--- src/shared/hbac_pkg.sv ---
`default_nettype none
package hbac_pkg;
  // ************************************************************
  // Clock and time base
  // ************************************************************
  localparam int unsigned CLK_HZ    = 40_000_000;
  localparam int unsigned MS_PER_S  = 1000;
  localparam int unsigned MS_CYCLES = CLK_HZ / MS_PER_S;
  localparam int unsigned MSW       = 18;
  localparam int unsigned NZONE     = 8;

  // ************************************************************
  // Times, counted in 1 ms ticks except T_STOP_MIN, which is in minutes
  // ************************************************************
  localparam int unsigned T_DEBOUNCE_MS     = 5;
  localparam int unsigned T_TOUCH_IGNORE_MS = 500;
  localparam int unsigned T_TOUCH_HOLD_MS   = 2000;
  localparam int unsigned T_ALARM_DLY_MS    = 2000;
  localparam int unsigned T_TEST_NORM_MS    = 5000;
  localparam int unsigned T_TEST_EXT_MS     = 8000;
  localparam int unsigned T_TEST_INV_MS     = 3000;
  localparam int unsigned T_STOP_MIN        = 3;
  localparam int unsigned T_STOP_MS         = T_STOP_MIN * 60 * MS_PER_S;
  localparam int unsigned T_BLINK_HALF_MS   = 500;

  // ************************************************************
  // Fields and reset values
  // ************************************************************
  localparam int unsigned TEST_ZONE_A = 6;
  localparam int unsigned TEST_ZONE_B = 7;
  localparam int unsigned BTN_TEST    = 0;
  localparam int unsigned BTN_MUTE    = 1;
  localparam int unsigned NBTN        = 2;
  localparam logic        ZONE_RST    = 1'b1;
  localparam logic        MUTE_RST    = 1'b0;

  typedef enum logic [2:0] {TS_IDLE, TS_HOLD, TS_NORM, TS_EXT, TS_INV} hbac_test_t;

  typedef struct packed {
    logic [NZONE-1:0] zone_lamp;
    logic             alarm_lamp;
    logic             alarm_relay;
    logic             stop_relay;
    logic             test_led;
    logic             mute_led;
  } hbac_out_t;

  localparam hbac_out_t OUT_RST = '{zone_lamp: 8'h00, alarm_lamp: 1'b0, alarm_relay: 1'b0,
                                    stop_relay: 1'b1, test_led: 1'b0, mute_led: 1'b0};
endpackage
`default_nettype wire

--- src/design/hbac_filter.sv ---
`timescale 1ns/1ps
`default_nettype none
module hbac_filter #(
  parameter int unsigned DEB_MS  = hbac_pkg::T_DEBOUNCE_MS,
  parameter logic        RST_LVL = 1'b0
) (
  input  wire logic core_clk_i,
  input  wire logic rst_i,
  input  wire logic tick_i,
  input  wire logic raw_i,
  output logic      level_o
);
  localparam int unsigned CW = $clog2(DEB_MS + 1);
  localparam logic [CW-1:0] L_DEB = CW'(DEB_MS);

  if (DEB_MS == 0) begin : g_chk
    $error("hbac_filter: debounce time must be at least one tick");
  end

  logic          sync_a;
  logic          sync_b;
  logic [CW-1:0] cnt;
  logic [CW-1:0] next_cnt;
  logic          next_level;

  // ************************************************************
  // Settle filter
  // ************************************************************
  // Level only moves after the synchronised input disagrees for DEB_MS ticks
  always_comb begin
    next_cnt   = cnt;
    next_level = level_o;
    if (sync_b == level_o) begin
      next_cnt = '0;
    end else if (cnt >= L_DEB) begin
      next_level = sync_b; // RULE25
      next_cnt   = '0;
    end else if (tick_i) begin
      next_cnt = cnt + 1'b1;
    end
  end

  always_ff @(posedge core_clk_i) begin
    if (rst_i) begin
      sync_a  <= RST_LVL;
      sync_b  <= RST_LVL;
      cnt     <= '0;
      level_o <= RST_LVL;
    end else begin
      sync_a  <= raw_i; // RULE25
      sync_b  <= sync_a;
      cnt     <= next_cnt;
      level_o <= next_level;
    end
  end
endmodule // hbac_filter
`default_nettype wire

--- src/design/hbac_top.sv ---
`timescale 1ns/1ps
`default_nettype none
// Summary of operation
// RULE1: Unused zone inputs are tied to supply and read as cold.
// RULE2: Open or high-resistance sensor chain (low input) is hot.
// RULE3: Holding test flashes zone 7 lamp; release starts the normal test.
// RULE4: Normal test lights all lamps, zone 7 flashing, restores after 5 s.
// RULE5: Second test touch gives extended test; lamps 7,8 flash to 8 s total.
// RULE6: Then both relays invert; lamps 7, 8 and alarm lamp flash.
// RULE7: Three seconds later all lamps and relays return to live state.
// RULE8: A touch counts only after it persisted for 0.5 s.
// RULE9: Active button lights indicator; ends on release or after 2 s.
// RULE10: All cold: lamps and alarm relay off, stop relay energised.
// RULE11: Hot zone lights its lamp and alarm lamp; relay after 2 s.
// RULE12: Each zone lamp follows its own zone; several may light.
// RULE13: Alarm lamp and relay clear only when every zone is cold.
// RULE14: Mute flashes alarm lamp, drops relay, flashes lit zone lamps.
// RULE15: Remote mute input acts exactly like the mute button; the code mutes on it without the 0.5 s wait and leaves mute_led off.
// RULE16: Muted flashing lamp goes off when its zone turns cold.
// RULE17: New hot zone while muted: steady lamp, alarm lamp and relay back.
// RULE18: A later mute flashes every lit zone lamp.
// RULE19: Shutdown timer counts while alarm lamp is on; at 3 min stop drops.
// RULE20: Count is kept when alarm clears and resumes on return.
// RULE21: With no alarm the timer counts down, never below zero.
// RULE22: After a stop the hot zone lamps flash until cooled.
// RULE23: When stopped zones cool, flashing ends and both relays restore.
// RULE24: Timer counts down at its up rate; one shared 1 Hz blink.
// RULE25: Zone and remote mute inputs are synchronised and debounced.
module hbac_top #(
  parameter int unsigned MS_CYCLES     = hbac_pkg::MS_CYCLES,
  parameter int unsigned DEBOUNCE_MS   = hbac_pkg::T_DEBOUNCE_MS,
  parameter int unsigned TOUCH_IGN_MS  = hbac_pkg::T_TOUCH_IGNORE_MS,
  parameter int unsigned TOUCH_HOLD_MS = hbac_pkg::T_TOUCH_HOLD_MS,
  parameter int unsigned ALARM_DLY_MS  = hbac_pkg::T_ALARM_DLY_MS,
  parameter int unsigned TEST_NORM_MS  = hbac_pkg::T_TEST_NORM_MS,
  parameter int unsigned TEST_EXT_MS   = hbac_pkg::T_TEST_EXT_MS,
  parameter int unsigned TEST_INV_MS   = hbac_pkg::T_TEST_INV_MS,
  parameter int unsigned STOP_MS       = hbac_pkg::T_STOP_MS,
  parameter int unsigned BLINK_MS      = hbac_pkg::T_BLINK_HALF_MS
) (
  input  wire logic                        core_clk_i,
  input  wire logic                        rst_i,
  input  wire logic [hbac_pkg::NZONE-1:0]  zone_level_i,
  input  wire logic                        remote_mute_i,
  input  wire logic                        touch_test_i,
  input  wire logic                        touch_mute_i,
  output hbac_pkg::hbac_out_t              out_o
);
  localparam int unsigned MSW  = hbac_pkg::MSW;
  localparam int unsigned NZ   = hbac_pkg::NZONE;
  localparam int unsigned DIVW = $clog2(MS_CYCLES);
  localparam logic [DIVW-1:0] L_DIV   = DIVW'(MS_CYCLES - 1);
  localparam logic [MSW-1:0] L_IGN    = MSW'(TOUCH_IGN_MS);
  localparam logic [MSW-1:0] L_TMAX   = MSW'(TOUCH_IGN_MS + TOUCH_HOLD_MS);
  localparam logic [MSW-1:0] L_DLY    = MSW'(ALARM_DLY_MS);
  localparam logic [MSW-1:0] L_NORM   = MSW'(TEST_NORM_MS);
  localparam logic [MSW-1:0] L_EXT    = MSW'(TEST_EXT_MS);
  localparam logic [MSW-1:0] L_INV    = MSW'(TEST_INV_MS);
  localparam logic [MSW-1:0] L_STOP   = MSW'(STOP_MS);
  localparam logic [MSW-1:0] L_BLINK  = MSW'(BLINK_MS - 1);

  if (MS_CYCLES < 2 || BLINK_MS == 0 || STOP_MS == 0 || TEST_EXT_MS <= TEST_NORM_MS ||
      STOP_MS >= 2**MSW || TEST_EXT_MS >= 2**MSW ||
      TOUCH_IGN_MS + TOUCH_HOLD_MS >= 2**MSW) begin : g_chk
    $error("hbac_top: timing parameters out of range");
  end

  function automatic logic [NZ-1:0] zone_bit(input int unsigned z);
    zone_bit = NZ'(1) << z;
  endfunction

  localparam logic [NZ-1:0] M_TA  = zone_bit(hbac_pkg::TEST_ZONE_A);
  localparam logic [NZ-1:0] M_TAB = zone_bit(hbac_pkg::TEST_ZONE_A) |
                                    zone_bit(hbac_pkg::TEST_ZONE_B);

  // ************************************************************
  // Time base and shared blink
  // ************************************************************
  logic [DIVW-1:0] div;
  logic [DIVW-1:0] next_div;
  logic            tick;
  logic            next_tick;
  logic [MSW-1:0]  blink_cnt;
  logic [MSW-1:0]  next_blink_cnt;
  logic            blink;
  logic            next_blink;

  always_comb begin
    next_div       = (div == L_DIV) ? '0 : div + 1'b1;
    next_tick      = (div == L_DIV);
    next_blink_cnt = blink_cnt;
    next_blink     = blink;
    if (tick) begin
      next_blink_cnt = (blink_cnt == L_BLINK) ? '0 : blink_cnt + 1'b1;
      next_blink     = (blink_cnt == L_BLINK) ? ~blink : blink; // RULE24
    end
  end

  always_ff @(posedge core_clk_i) begin
    if (rst_i) begin
      div       <= '0;
      tick      <= 1'b0;
      blink_cnt <= '0;
      blink     <= 1'b0;
    end else begin
      div       <= next_div;
      tick      <= next_tick;
      blink_cnt <= next_blink_cnt;
      blink     <= next_blink;
    end
  end

  // ************************************************************
  // Input filters
  // ************************************************************
  logic [NZ-1:0] zone_lvl;
  logic          remote_lvl;
  logic [NZ-1:0] hot;
  logic          alarm;

  for (genvar z = 0; z < NZ; z++) begin : g_zone
    hbac_filter #(.DEB_MS(DEBOUNCE_MS), .RST_LVL(hbac_pkg::ZONE_RST)) u_filt (
      .core_clk_i (core_clk_i),
      .rst_i      (rst_i),
      .tick_i     (tick),
      .raw_i      (zone_level_i[z]),
      .level_o    (zone_lvl[z])
    );
  end

  hbac_filter #(.DEB_MS(DEBOUNCE_MS), .RST_LVL(hbac_pkg::MUTE_RST)) u_remote (
    .core_clk_i (core_clk_i),
    .rst_i      (rst_i),
    .tick_i     (tick),
    .raw_i      (remote_mute_i),
    .level_o    (remote_lvl)
  );

  // Low input means the chain resistance is high: a hot sensor or a broken wire
  assign hot   = ~zone_lvl; // RULE2 RULE1
  assign alarm = |hot;      // RULE13

  // ************************************************************
  // Touch buttons
  // ************************************************************
  // Inputs are already clean levels from the touch front end
  logic [hbac_pkg::NBTN-1:0] touch_raw;
  logic [hbac_pkg::NBTN-1:0] touch_act;
  logic [MSW-1:0]            touch_cnt [hbac_pkg::NBTN];

  assign touch_raw = {touch_mute_i, touch_test_i};

  for (genvar b = 0; b < hbac_pkg::NBTN; b++) begin : g_btn
    logic [MSW-1:0] next_cnt;
    always_comb begin
      next_cnt = '0;
      if (touch_raw[b]) begin
        next_cnt = (tick && touch_cnt[b] < L_TMAX) ? touch_cnt[b] + 1'b1 : touch_cnt[b];
      end
    end
    always_ff @(posedge core_clk_i) begin
      if (rst_i) begin
        touch_cnt[b] <= '0;
      end else begin
        touch_cnt[b] <= next_cnt;
      end
    end
    assign touch_act[b] = touch_raw[b] && touch_cnt[b] >= L_IGN && touch_cnt[b] < L_TMAX; // RULE8 RULE9
  end

  // ************************************************************
  // Mute and alarm delay
  // ************************************************************
  logic          mute_req;
  logic          mute_req_q;
  logic          mute_go;
  logic [NZ-1:0] mute_mask;
  logic [NZ-1:0] next_mute_mask;
  logic          alarm_muted;
  logic          next_alarm_muted;
  logic [MSW-1:0] dly_cnt;
  logic [MSW-1:0] next_dly_cnt;

  assign mute_req = touch_act[hbac_pkg::BTN_MUTE] | remote_lvl; // RULE15
  assign mute_go  = mute_req & ~mute_req_q & alarm;

  always_comb begin
    next_mute_mask   = mute_mask & hot; // RULE16
    next_alarm_muted = alarm_muted;
    next_dly_cnt     = '0;
    if (mute_go) begin
      next_mute_mask   = hot;  // RULE14 RULE18
      next_alarm_muted = 1'b1; // RULE14
    end else if (!alarm || |(hot & ~mute_mask)) begin
      next_alarm_muted = 1'b0; // RULE17
    end
    if (alarm && !alarm_muted) begin
      next_dly_cnt = (tick && dly_cnt < L_DLY) ? dly_cnt + 1'b1 : dly_cnt; // RULE11
    end
  end

  always_ff @(posedge core_clk_i) begin
    if (rst_i) begin
      mute_req_q  <= 1'b0;
      mute_mask   <= '0;
      alarm_muted <= 1'b0;
      dly_cnt     <= '0;
    end else begin
      mute_req_q  <= mute_req;
      mute_mask   <= next_mute_mask;
      alarm_muted <= next_alarm_muted;
      dly_cnt     <= next_dly_cnt;
    end
  end

  // ************************************************************
  // Shutdown timer
  // ************************************************************
  logic [MSW-1:0] shut_cnt;
  logic [MSW-1:0] next_shut_cnt;
  logic           stopped;
  logic           next_stopped;

  always_comb begin
    next_shut_cnt = shut_cnt;
    next_stopped  = stopped;
    if (tick) begin
      if (alarm) begin
        next_shut_cnt = (shut_cnt < L_STOP) ? shut_cnt + 1'b1 : shut_cnt; // RULE19 RULE20
      end else if (shut_cnt != '0) begin
        next_shut_cnt = shut_cnt - 1'b1; // RULE21 RULE24
      end
    end
    if (!stopped && shut_cnt >= L_STOP) begin
      next_stopped = 1'b1; // RULE19
    end else if (stopped && !alarm) begin
      next_stopped  = 1'b0; // RULE23
      next_shut_cnt = '0;   // Fresh start after a cooled stop, else it would trip at once
    end
  end

  always_ff @(posedge core_clk_i) begin
    if (rst_i) begin
      shut_cnt <= '0;
      stopped  <= 1'b0;
    end else begin
      shut_cnt <= next_shut_cnt;
      stopped  <= next_stopped;
    end
  end

  // ************************************************************
  // Self test sequencer
  // ************************************************************
  hbac_pkg::hbac_test_t test_st;
  hbac_pkg::hbac_test_t next_test_st;
  logic [MSW-1:0]       test_cnt;
  logic [MSW-1:0]       next_test_cnt;
  logic                 test_q;
  logic                 test_act;
  logic                 test_go;

  assign test_act = touch_act[hbac_pkg::BTN_TEST];
  assign test_go  = test_act & ~test_q;

  always_comb begin
    next_test_st  = test_st;
    next_test_cnt = tick ? test_cnt + 1'b1 : test_cnt;
    unique case (test_st)
      hbac_pkg::TS_IDLE: begin
        next_test_cnt = '0;
        if (test_go) next_test_st = hbac_pkg::TS_HOLD;
      end
      hbac_pkg::TS_HOLD: begin
        next_test_cnt = '0;
        if (!test_act) next_test_st = hbac_pkg::TS_NORM; // RULE3
      end
      hbac_pkg::TS_NORM: begin
        if (test_go) next_test_st = hbac_pkg::TS_EXT; // RULE5
        else if (test_cnt >= L_NORM) next_test_st = hbac_pkg::TS_IDLE; // RULE4
      end
      hbac_pkg::TS_EXT: begin
        if (test_cnt >= L_EXT) begin
          next_test_st  = hbac_pkg::TS_INV; // RULE5 RULE6
          next_test_cnt = '0;
        end
      end
      hbac_pkg::TS_INV: begin
        if (test_cnt >= L_INV) next_test_st = hbac_pkg::TS_IDLE; // RULE7
      end
      default: next_test_st = hbac_pkg::TS_IDLE;
    endcase
  end

  always_ff @(posedge core_clk_i) begin
    if (rst_i) begin
      test_st  <= hbac_pkg::TS_IDLE;
      test_cnt <= '0;
      test_q   <= 1'b0;
    end else begin
      test_st  <= next_test_st;
      test_cnt <= next_test_cnt;
      test_q   <= test_act;
    end
  end

  // ************************************************************
  // Lamp and relay outputs
  // ************************************************************
  // The live state keeps running under the test overlay, so ending a test restores it
  logic [NZ-1:0]       flash_set;
  logic                live_relay;
  logic                live_stop;
  hbac_pkg::hbac_out_t next_out;

  assign flash_set  = stopped ? hot : (mute_mask & hot); // RULE14 RULE22
  assign live_relay = alarm && !alarm_muted && dly_cnt >= L_DLY; // RULE11 RULE13
  assign live_stop  = !stopped; // RULE10 RULE19 RULE23

  always_comb begin
    next_out.zone_lamp   = (hot & ~flash_set) | (flash_set & {NZ{blink}}); // RULE12 RULE16
    next_out.alarm_lamp  = alarm && ((alarm_muted || stopped) ? blink : 1'b1); // RULE14
    next_out.alarm_relay = live_relay;
    next_out.stop_relay  = live_stop;
    next_out.test_led    = test_act; // RULE9
    next_out.mute_led    = touch_act[hbac_pkg::BTN_MUTE];
    unique case (test_st)
      hbac_pkg::TS_IDLE: ;
      hbac_pkg::TS_HOLD: begin
        next_out.zone_lamp = (next_out.zone_lamp & ~M_TA) | (M_TA & {NZ{blink}}); // RULE3
      end
      hbac_pkg::TS_NORM: begin
        next_out.zone_lamp  = ~M_TA | (M_TA & {NZ{blink}}); // RULE4
        next_out.alarm_lamp = 1'b1;
      end
      hbac_pkg::TS_EXT: begin
        next_out.zone_lamp  = ~M_TAB | (M_TAB & {NZ{blink}}); // RULE5
        next_out.alarm_lamp = 1'b1;
      end
      hbac_pkg::TS_INV: begin
        next_out.zone_lamp   = ~M_TAB | (M_TAB & {NZ{blink}}); // RULE6
        next_out.alarm_lamp  = blink;
        next_out.alarm_relay = ~live_relay;
        next_out.stop_relay  = ~live_stop;
      end
      default: ;
    endcase
  end

  always_ff @(posedge core_clk_i) begin
    if (rst_i) begin
      out_o <= hbac_pkg::OUT_RST;
    end else begin
      out_o <= next_out;
    end
  end
endmodule // hbac_top
`default_nettype wire

--- config.mk ---
export PLATFORM = sky130hd
export DESIGN_NAME = hbac_top
export DESIGN_NICKNAME = d
export VERILOG_FILES = /design/src/shared/hbac_pkg.sv /design/src/design/hbac_filter.sv /design/src/design/hbac_top.sv
export SDC_FILE = /design/constraint.sdc
export NUM_CORES = 1
export LEC_CHECK = 0
export BUFFER_PORTS_ARGS = -buffer_cell sky130_fd_sc_hd__buf_2
export CORE_ASPECT_RATIO = 0.7
export CORE_MARGIN = 4
export CORE_UTILIZATION = 40
export DETAILED_ROUTE_END_ITERATION = 6
export PLACE_DENSITY = 0.61
export SKIP_CTS_REPAIR_TIMING = 1
export SLEW_MARGIN = 25
export SYNTH_ARGS = -nofsm -noshare
export SYNTH_HDL_FRONTEND = slang
export SYNTH_SLANG_ARGS = --single-unit
--- constraint.sdc ---
create_clock -name core_clk_i -period 5.9 [get_ports core_clk_i]
set_clock_uncertainty 0.1 [all_clocks]
set_input_delay 0.295 -clock core_clk_i [delete_from_list [all_inputs] [get_ports core_clk_i]]
set_output_delay 0.295 -clock core_clk_i [all_outputs]
set_load 0.01 [all_outputs]
==> results of run 1 <==
-- worst max-delay path: stages, from the launching register on --
cell	delay, ns
dfxtp_1	0.37
or4_1	0.53
a211o_1	0.37
a2111oi_4	0.42
o21ba_1	0.22
nor3_1	0.30
mux2_2	0.37
-- worst max path at each step --
stage / from / end / slack (ns) / depth (start not counted)
CTS: touch_cnt[0][2] / test_st[1] / 3.11 / 6
floorplan: touch_cnt[0][2] / test_st[1] / 3.26 / 6
global placement: touch_cnt[0][2] / test_st[1] / 3.15 / 6
global route: tick / dly_cnt[8] / 2.90 / 5
finish: touch_cnt[0][2] / test_st[1] / 3.11 / 6
detailed placement: touch_cnt[0][2] / test_st[1] / 3.14 / 6
-- metal layers --
metal	vias to the layer above	wire length, microns	global-route usage (%)
met5	-	0	0
met2	125	7080	20.4
li1	3613	-	-
met3	34	824	2.64
met1	3170	9920	22.0
met4	0	438	3.92
-- logic make-up after synthesis --
| kind of cell | count (synthesis) | synth area share, % |
|---|---|---|
| compound gates | 126 | 9.63 |
| xor+xnor | 117 | 11.2 |
| fa+ha+maj | 31 | 4.23 |
| buf+inv | 67 | 2.81 |
| flops | 207 | 45.2 |
| mux | 18 | 2.01 |
| simple gates | 470 | 24.9 |
-- power by group through the flow --
stage,clock [mW],sequential (mW),combinational (mW)
final,1.46,1.41,0.0411
after global routing,1.56,1.41,0.0462
after CTS,1.50,1.41,0.0371
after detailed placement,0,1.44,0.0368
after global placement,0,1.44,0.0367
after floorplan,0,1.44,0.0247
-- layout by cell type (no fill, tap or decap), types with 6 or more instances in the layout --
cell and n:
nor4_1 14, or3_1 16, and4_1 9, and3_1 21, ha_1 31, a21oi_1 25, nand2_1 74, nor3_1 28
o21bai_1 8, a211oi_1 20, or2_2 16, dlygate4sd3_1 9, nand4_1 26, mux2i_1 15, inv_1 31, buf_2 25
o31a_1 6, o22ai_1 6, clkbuf_16 23, dfxtp_1 206, o21ai_0 15, and2_1 26, nor2_1 184, xnor2_1 42
o21a_1 11, xor2_1 75, or4_1 6, nand3_1 30
-- sequential cells by signal, summed over array words and instances (netlist names), 13 cells and up --
name	count
blink_cnt	18
div	16
dly_cnt	18
g_zone.u_filt.cnt	24
out_o	13
shut_cnt	18
test_cnt	18
touch_cnt	36
-- area by class of cell --
class	count	area [sq um]
multi-input combinational	762	4770
timing repair buffer	39	253
inverter	31	116
fill	2174	12100
clock buffer	31	656
clock inverter	8	115
tap	312	390
sequential	207	4150
==> impl_metrics.py, run 1 <==
metrics = {
    "outcome": {
        "status": "finished, final reports clean",
    },
    "power_and_ir_drop": {
        "fin_total_pwr_mw": 2.91,
        "comb_power_share_pct": 1.4,
        "clockPowerShare_pct": 50.1,
        "seqPwrFrac_pct": 48.5,
        "power.density_nw_per_um2": 278,
        "switching_power_uw": 584,
        "power.internal_mw": 2.32,
        "p_leak_nw": 3.81,
        "switching_share_pct": 20.1,
        "ir_drop_mv": 0.207,
    },
    "timing": {
        "post-route-min-period_ns": 2.79,
        "setup_ws_ns": 3.11,
        "setup-tns-final_ns": 0,
        "worstMarginPinSlew_ns": 0.990,
        "hold_viol": 0,
        "fmax_ghz": 0.358,
        "slew_headroom_pct": 33.4,
        "rsz0062_at_grt": "false",
        "final_max_slew_viol_count": 0,
        "setup_viol": 0,
        "fin_crit_sh_pct": 47.3,
        "worst_hold_slack_ns": 0.185,
    },
    "global_route": {
        "grt_pass1_wl_microns": 31200,
        "overflow": 0,
        "grt_use_total_pct": 14.3,
        "antenna_found_initial": 0,
        "grt_max_degree": 57,
        "grt_pass1_vias": 6358,
    },
    "drt": {
        "wirelength_microns": 18300,
        "wl_per_cell_microns": 13.1,
        "ant_nets": 0,
        "drc": 0,
        "drt_iter0_drc": 367,
        "vias": 6942,
        "dr.pass1.iters": 5,
        "viasPerCell": 4.99,
    },
    "floorplan": {
        "boundaryPins": 26,
        "initial_core_util_pct": 40.6,
        "core_sq_um": 22600,
        "dieArea_sq_um": 25400,
        "rows": 46,
        "die_x_microns": 189,
        "die_h_microns": 135,
    },
    "yosys": {
        "synthCells": 1036,
        "synth.distinct_cells": 57,
        "yosys.area.top_type_share_pct": 45.2,
        "async_flop_share_pct": 0,
        "synth_top_area_cell": "dfxtp_1",
        "syn_area_per_cell_sq_um": 8.85,
        "syn-num-nets": 1080,
        "yosysSeqAreaShare_pct": 45.2,
        "yosysMostFrequentCell": "dfxtp_1",
        "yosys_warnings": 0,
        "synth-main-ff-cell": "dfxtp_1",
        "netlist_area_sq_um": 9160,
        "synth_area_leaders": "dfxtp_1 45%, nor2_1 7.5%, xor2_1 7.2%",
        "synth_seq_cells": 207,
        "yosys-top-cells-count": "207 x dfxtp_1, 184 x nor2_1, 75 x xor2_1",
        "synth_edf_count": 0,
    },
    "cells_and_area": {
        "final_core_util_pct": 46.3,
        "fin_cells": 1390,
        "nets": 1107,
        "syn2layout_area_growth_pct": 14.0,
        "drive_above_1_share_pct": 8.53,
        "insertedDiodeCount": 0,
        "fin_area_sq_um": 10400,
    },
    "setup_path": {
        "cp-start-kind": "register",
        "r2r-end": "test_st[1]",
        "crit_type": "register to register",
        "rr_worst_depth": 6,
        "cp.required_ns": 6.19,
        "cp-end-kind": "register",
        "critPathArrivalTime_ns": 3.08,
        "critPathMaxFanout": 7,
        "regToRegStartpoint": "touch_cnt[0][2]",
        "rrSetupSlack_ns": 3.11,
    },
    "clocking": {
        "cts_buffers": 22,
        "cts.sinks": 207,
        "cts_tree": "yes",
        "cts.path.max_buffers": 3,
        "root_buffer": "clkbuf_16",
        "htreeDepth": 1,
        "clock_latency_ns": 0.50,
        "clk_pin_slew_ns": 0.06,
    },
    "flow_run": {
        "cap_violations": 0,
    },
    "hold_path": {
        "min_to": "mute_req_q",
        "hold_depth": 4,
        "min_from": "touch_mute_i",
        "hold_path_class": "primary input to register",
    },
    "placement": {
        "dp.cells": 1342,
        "post-place-ws_ns": 3.14,
        "post_dp_cell_area_sq_um": 9580,
        "hpwl_microns": 12200,
        "portBuffers": 25,
        "routabilityCongestion": 0.885,
    },
}
Power figures use the tool's default switching activity.
==> run 2, diff against run 1 <==
--- a/config.mk
+++ b/config.mk
@@ -10,7 +10,7 @@
 export CORE_MARGIN = 4
 export CORE_UTILIZATION = 40
 export DETAILED_ROUTE_END_ITERATION = 6
-export PLACE_DENSITY = 0.61
+export PLACE_DENSITY = 0.63
 export SKIP_CTS_REPAIR_TIMING = 1
 export SLEW_MARGIN = 25
 export SYNTH_ARGS = -nofsm -noshare
==> constraint.sdc (replaced) <==
create_clock -name core_clk_i -period 2.5 [get_ports core_clk_i]
set_clock_uncertainty 0.1 [all_clocks]
set_input_delay 0.125 -clock core_clk_i [delete_from_list [all_inputs] [get_ports core_clk_i]]
set_output_delay 0.125 -clock core_clk_i [all_outputs]
set_load 0.01 [all_outputs]
==> run 2 against run 1 <==
Effect of this change: the run now ends with setup timing left; wire length is 3.4% higher; via count is 1.6% higher; final cell count is 2.7% higher; die area stayed put; worst hold slack worse by 0.18 ns; global-route usage is 0.27 points higher; first-iteration DRC count is 27% higher; worst setup slack worse by 3.1 ns; sequential cell count stayed put; utilization is 1.5 points higher; highest routed layer unchanged; power is 130% higher.
==> impl_metrics.py, run 2 (synthesis results as in run 1) <==
metrics = {
    "cells_and_area": {
        "regMostFlops": "touch_cnt",
        "insertedDiodeCount": 0,
        "fin_cells": 1427,
        "reg_top3": "touch_cnt x36, g_zone.u_filt.cnt x24",
        "drive_above_1_share_pct": 12.6,
        "nets": 1149,
        "mostFrequentLayoutCells": "205 x dfxtp_1, 184 x nor2_1, 75 x xor2_1",
        "syn2layout_area_growth_pct": 17.6,
        "final_core_util_pct": 47.8,
        "largest_register_ffs": 36,
        "final_common_cell": "dfxtp_1",
    },
    "floorplan": {
        "boundaryPins": 26,
        "rows": 46,
        "dieArea_sq_um": 25400,
        "initial_core_util_pct": 40.6,
        "die_h_microns": 135,
        "die_x_microns": 189,
        "core_sq_um": 22600,
    },
    "outcome": {
        "violations": "setup timing",
        "status": "finished with violations",
    },
    "global_route": {
        "grt_pass1_vias": 6491,
        "antenna_found_initial": 0,
        "grt_use_total_pct": 14.6,
        "overflow": 0,
        "grt_max_degree": 33,
        "grt_pass1_wl_microns": 31900,
    },
    "timing": {
        "fin_crit_sh_pct": 101,
        "final_max_slew_viol_count": 0,
        "worstMarginPinSlew_ns": 0.662,
        "post-route-min-period_ns": 2.52,
        "slew_headroom_pct": 55.6,
        "setup_ws_ns": -0.0234,
        "rsz0062_at_grt": "true",
        "hold_viol": 0,
        "setup-tns-final_ns": -0.0234,
        "setup_viol": 1,
        "fmax_ghz": 0.396,
    },
    "placement": {
        "post-place-ws_ns": -0.00610,
        "hpwl_microns": 12900,
        "portBuffers": 25,
        "dp.cells": 1383,
        "routabilityCongestion": 0.865,
    },
    "clocking": {
        "htreeDepth": 1,
        "cts.sinks": 207,
        "clock_latency_ns": 0.50,
        "clk_pin_slew_ns": 0.06,
        "cts.path.max_buffers": 3,
        "cts_tree": "yes",
        "cts_buffers": 22,
        "root_buffer": "clkbuf_16",
    },
    "setup_path": {
        "cp-end-kind": "register",
        "critPathMaxFanout": 3,
        "crit_chain": "or4_4 -> a211o_1 -> a2111oi_4 -> o21ba_4 -> or4_4 -> a21oi_2",
        "path_depth": 6,
        "crit_family": "compound AO/OA/AOI/OAI gates",
        "rr_worst_depth": 6,
        "crit_type": "register to register",
        "crit_top_cell": "or4_4",
        "r2r-end": "test_st[2]",
        "cp-start-kind": "register",
        "cp.required_ns": 2.83,
        "crit_path_max_incr_delay_ns": 0.53,
        "worst-path-buf-inv": 0,
        "regToRegStartpoint": "touch_cnt[0][2]",
        "critPathArrivalTime_ns": 2.85,
        "crit_start": "touch_cnt[0][2]",
        "rrSetupSlack_ns": -0.02,
        "worstSetupEndpoint": "test_st[2]",
        "critical_path.slowest_cell": "or4_4",
    },
    "drt": {
        "wl_per_cell_microns": 13.2,
        "ant_nets": 0,
        "dr.pass1.iters": 5,
        "viasPerCell": 4.94,
        "vias": 7056,
        "drc": 0,
        "wirelength_microns": 18900,
        "drt_iter0_drc": 467,
    },
    "flow_run": {
        "cap_violations": 0,
    },
    "power_and_ir_drop": {
        "power.density_nw_per_um2": 615,
        "ir_drop_mv": 0.394,
        "p_leak_nw": 4.00,
    },
    "hold_path": {
        "hold_path_class": "primary input to register",
    },
}
## run 2: cell types whose count changed in the layout (fill, tap and decap cells not counted), moves of 2 or more
cell	change
or4_4	+2
a211oi_2	+2
a211oi_1	-2
clkinv_2	-5
a21oi_2	+2
or4_1	-2
clkbuf_1	+2
buf_4	+41
nor3_1	-2
a21oi_1	-2
## run 2: layout make-up
class                      count  area (sq um)
clock inverter                 2          60.1
clock buffer                  32           649
inverter                      31           116
multi-input combinational    762          4830
timing repair buffer          81           581
sequential                   207          4150
tap                          312           390
fill                        2154         11800
## run 2: per-layer routing
layer  part of all wire [%]  vias up  global-route usage, %
met1                     54     3214                   22.9
met5                      0        -                      0
met3                    4.3       21                   2.74
li1                       -     3704                      -
met2                     40      117                   20.6
met4                    1.5        0                   3.11
## run 2: worst min-delay path by stage
stage	startpoint	end	slack (ns)	depth (start not counted)
2_1_floorplan	zone_level_i[0]	g_zone[0].u_filt.sync_a	0.13	1
3_3_place_gp	zone_level_i[0]	g_zone[0].u_filt.sync_a	0.21	2
3_5_place_dp	zone_level_i[6]	g_zone[6].u_filt.sync_a	0.21	2
4_1_cts	zone_level_i[1]	g_zone[1].u_filt.sync_a	-0.31	2
5_1_grt	touch_mute_i	mute_req_q	0.05	4
6_report	rst_i	alarm_muted	0.007	2
## run 2: metrics by stage
| stage | area [sq um] | power [mW] | hold WS [ns] |
|---|---|---|---|
| after global routing | 10800 | 6.87 | 0.0461 |
| final | 10800 | 6.63 | 0.00675 |
| after detailed placement | 9910 | 3.49 | 0.209 |
| after global placement | 9910 | 3.49 | 0.207 |
| after floorplan | 9180 | 3.45 | 0.129 |
| after CTS | 10600 | 6.72 | -0.313 |
## run 2: power by group
group | internal, mW | switching, mW | leakage [nW]
sequential | 3.32 | 0.0106 | 1.67
combinational | 0.0437 | 0.0604 | 1.98
clock | 1.98 | 1.22 | 0.346
==> run 3, diff against run 2 <==
--- a/config.mk
+++ b/config.mk
@@ -8,9 +8,9 @@
 export BUFFER_PORTS_ARGS = -buffer_cell sky130_fd_sc_hd__buf_2
 export CORE_ASPECT_RATIO = 0.7
 export CORE_MARGIN = 4
-export CORE_UTILIZATION = 40
+export CORE_UTILIZATION = 25
 export DETAILED_ROUTE_END_ITERATION = 6
-export PLACE_DENSITY = 0.63
+export PLACE_DENSITY = 0.46
 export SKIP_CTS_REPAIR_TIMING = 1
 export SLEW_MARGIN = 25
 export SYNTH_ARGS = -nofsm -noshare
==> run 3 against run 2 <==
Effect of this change: the run still ends with setup timing left; final area rose by 3.4%; non-clock buffer count up 14; sequential share of layout area fell by 1.3 points; critical path depth stayed put; clock power up 6%; worst hold slack improved by 0.016 ns.
==> impl_metrics.py, run 3 (synthesis results as in run 1) <==
metrics = {
    "cells_and_area": {
        "syn2layout_area_growth_pct": 21.6,
        "final_common_cell": "dfxtp_1",
        "fillers": 3805,
        "insertedDiodeCount": 0,
        "largest_register_ffs": 36,
        "drive_above_1_share_pct": 14.3,
        "mostFrequentLayoutCells": "205 x dfxtp_1, 184 x nor2_1, 75 x xor2_1",
        "regMostFlops": "touch_cnt",
        "reg_top3": "touch_cnt x36, g_zone.u_filt.cnt x24",
        "nets": 1164,
    },
    "power_and_ir_drop": {
        "power.density_nw_per_um2": 614,
        "switching_power_mw": 1.44,
        "power.internal_mw": 5.39,
        "clockPowerShare_pct": 49.8,
        "comb_power_share_pct": 1.6,
        "switching_share_pct": 21.1,
        "ir_drop_mv": 0.391,
        "seqPwrFrac_pct": 48.6,
        "p_leak_nw": 4.11,
        "fin_total_pwr_mw": 6.84,
    },
    "setup_path": {
        "cp-end-kind": "register",
        "critPathMaxFanout": 3,
        "crit_type": "register to register",
        "cp-start-kind": "register",
        "crit_path_max_incr_delay_ns": 0.52,
        "crit_chain": "or4_4 -> a211o_1 -> a2111oi_4 -> o21ba_4 -> nor3_4 -> mux2_4",
        "critPathArrivalTime_ns": 2.82,
        "critical_path.slowest_cell": "or4_4",
        "cp.required_ns": 2.80,
    },
    "timing": {
        "post-route-min-period_ns": 2.51,
        "fin_crit_sh_pct": 101,
        "rsz0062_at_grt": "true",
        "worstMarginPinSlew_ns": 0.739,
        "setup_ws_ns": -0.0149,
        "setup-tns-final_ns": -0.0217,
        "slew_headroom_pct": 50.8,
        "hold_viol": 0,
        "fmax_ghz": 0.398,
        "final_max_slew_viol_count": 0,
        "setup_viol": 2,
    },
    "floorplan": {
        "initial_core_util_pct": 25.4,
        "boundaryPins": 26,
        "rows": 58,
        "core_sq_um": 36100,
        "dieArea_sq_um": 39800,
        "die_x_microns": 237,
        "die_h_microns": 168,
    },
    "drt": {
        "ant_nets": 0,
        "viasPerCell": 4.42,
        "dr.pass1.iters": 5,
        "drc": 0,
        "drt_iter0_drc": 417,
        "wirelength_microns": 21000,
        "vias": 7146,
        "wl_per_cell_microns": 13.0,
    },
    "placement": {
        "routabilityCongestion": 0.796,
        "portBuffers": 25,
        "hpwl_microns": 14600,
    },
    "outcome": {
        "violations": "setup timing",
        "status": "finished with violations",
    },
    "global_route": {
        "grt_use_total_pct": 10.3,
        "overflow": 0,
        "grt_max_degree": 23,
        "grt_pass1_wl_microns": 34600,
        "antenna_found_initial": 0,
        "grt_pass1_vias": 6616,
    },
    "hold_path": {
        "hold_path_class": "primary input to register",
    },
    "clocking": {
        "cts.sinks": 207,
        "cts_tree": "yes",
        "cts.path.max_buffers": 3,
        "htreeDepth": 1,
        "clock_latency_ns": 0.52,
        "clk_pin_slew_ns": 0.06,
        "root_buffer": "clkbuf_16",
        "cts_buffers": 23,
    },
    "flow_run": {
        "cap_violations": 0,
    },
}
-- run 3: changes by cell type in the layout (fill, tap and decap cells not counted), moves of 2 or more --
cell	change
buf_4	+14
clkinv_2	+5
clkbuf_8	+4
clkbuf_1	-2
-- run 3: per-stage QoR --
step | hold slack (ns) | utilization (%) | std cells | worst slack, ns | cell area [sq um]
2_1_floorplan | 0.129 | - | 1036 | 0.0136 | 9180
3_3_place_gp | 0.212 | 28.2 | 1562 | 0.00373 | 10200
3_5_place_dp | 0.210 | 28.2 | 1562 | 0.0265 | 10200
4_1_cts | -0.346 | 30.4 | 1604 | 0.0205 | 11000
5_1_grt | 0.0357 | 30.9 | 1617 | -0.0703 | 11100
6_report | 0.0227 | 30.9 | 1617 | -0.0149 | 11100
-- run 3: area by class of cell --
type,instances,area (sq um),share of cell area (%)
Inverter,31,116,1.04
Clock inverter,8,72.6,0.651
Clock buffer,34,697,6.26
Multi-Input combinational cell,762,4830,43.4
Timing Repair Buffer,95,676,6.07
Sequential cell,207,4150,37.2
Tap cell,480,601,5.39
-- run 3: path summary, 6_finish.rpt --
check / depth (start not counted) / startpoint / endpoint / slack, ns
worst min-delay path: 4 / touch_mute_i / mute_req_q / 0.02
worst max-delay path: 6 / touch_cnt[0][2] / test_st[1] / -0.01
worst max register to register: 6 / touch_cnt[0][2] / test_st[1] / -0.01
worst min register to register: 1 / g_zone[2].u_filt.sync_a / g_zone[2].u_filt.sync_b / 0.31
-- run 3: critical path: cells and delay by family, from the launching register on --
| family | cells | cell delay, ns |
|---|---|---|
| AO/OA/AOI/OAI | 3 | 0.97 |
| multiplexers | 1 | 0.33 |
| flip-flops | 1 | 0.31 |
| AND/OR/NAND/NOR | 2 | 0.70 |
-- run 3: routing by layer --
metal / vias up / global-route usage (%) / wire length [microns]
met3: 31 / 2.18 / 805
li1: 3718 / - / -
met5: - / 0 / 0
met2: 101 / 13.9 / 8040
met4: 0 / 2.84 / 539
met1: 3296 / 16.4 / 11600
-- run 3: power by group through the flow --
stage                     Sequential, mW  Combinational (mW)  Clock [mW]
after floorplan                     3.40              0.0583           0
after global placement              3.40              0.0988           0
after detailed placement            3.40              0.0983           0
after CTS                           3.33              0.0988        3.56
after global routing                3.33               0.121        3.67
final                               3.33               0.109        3.40
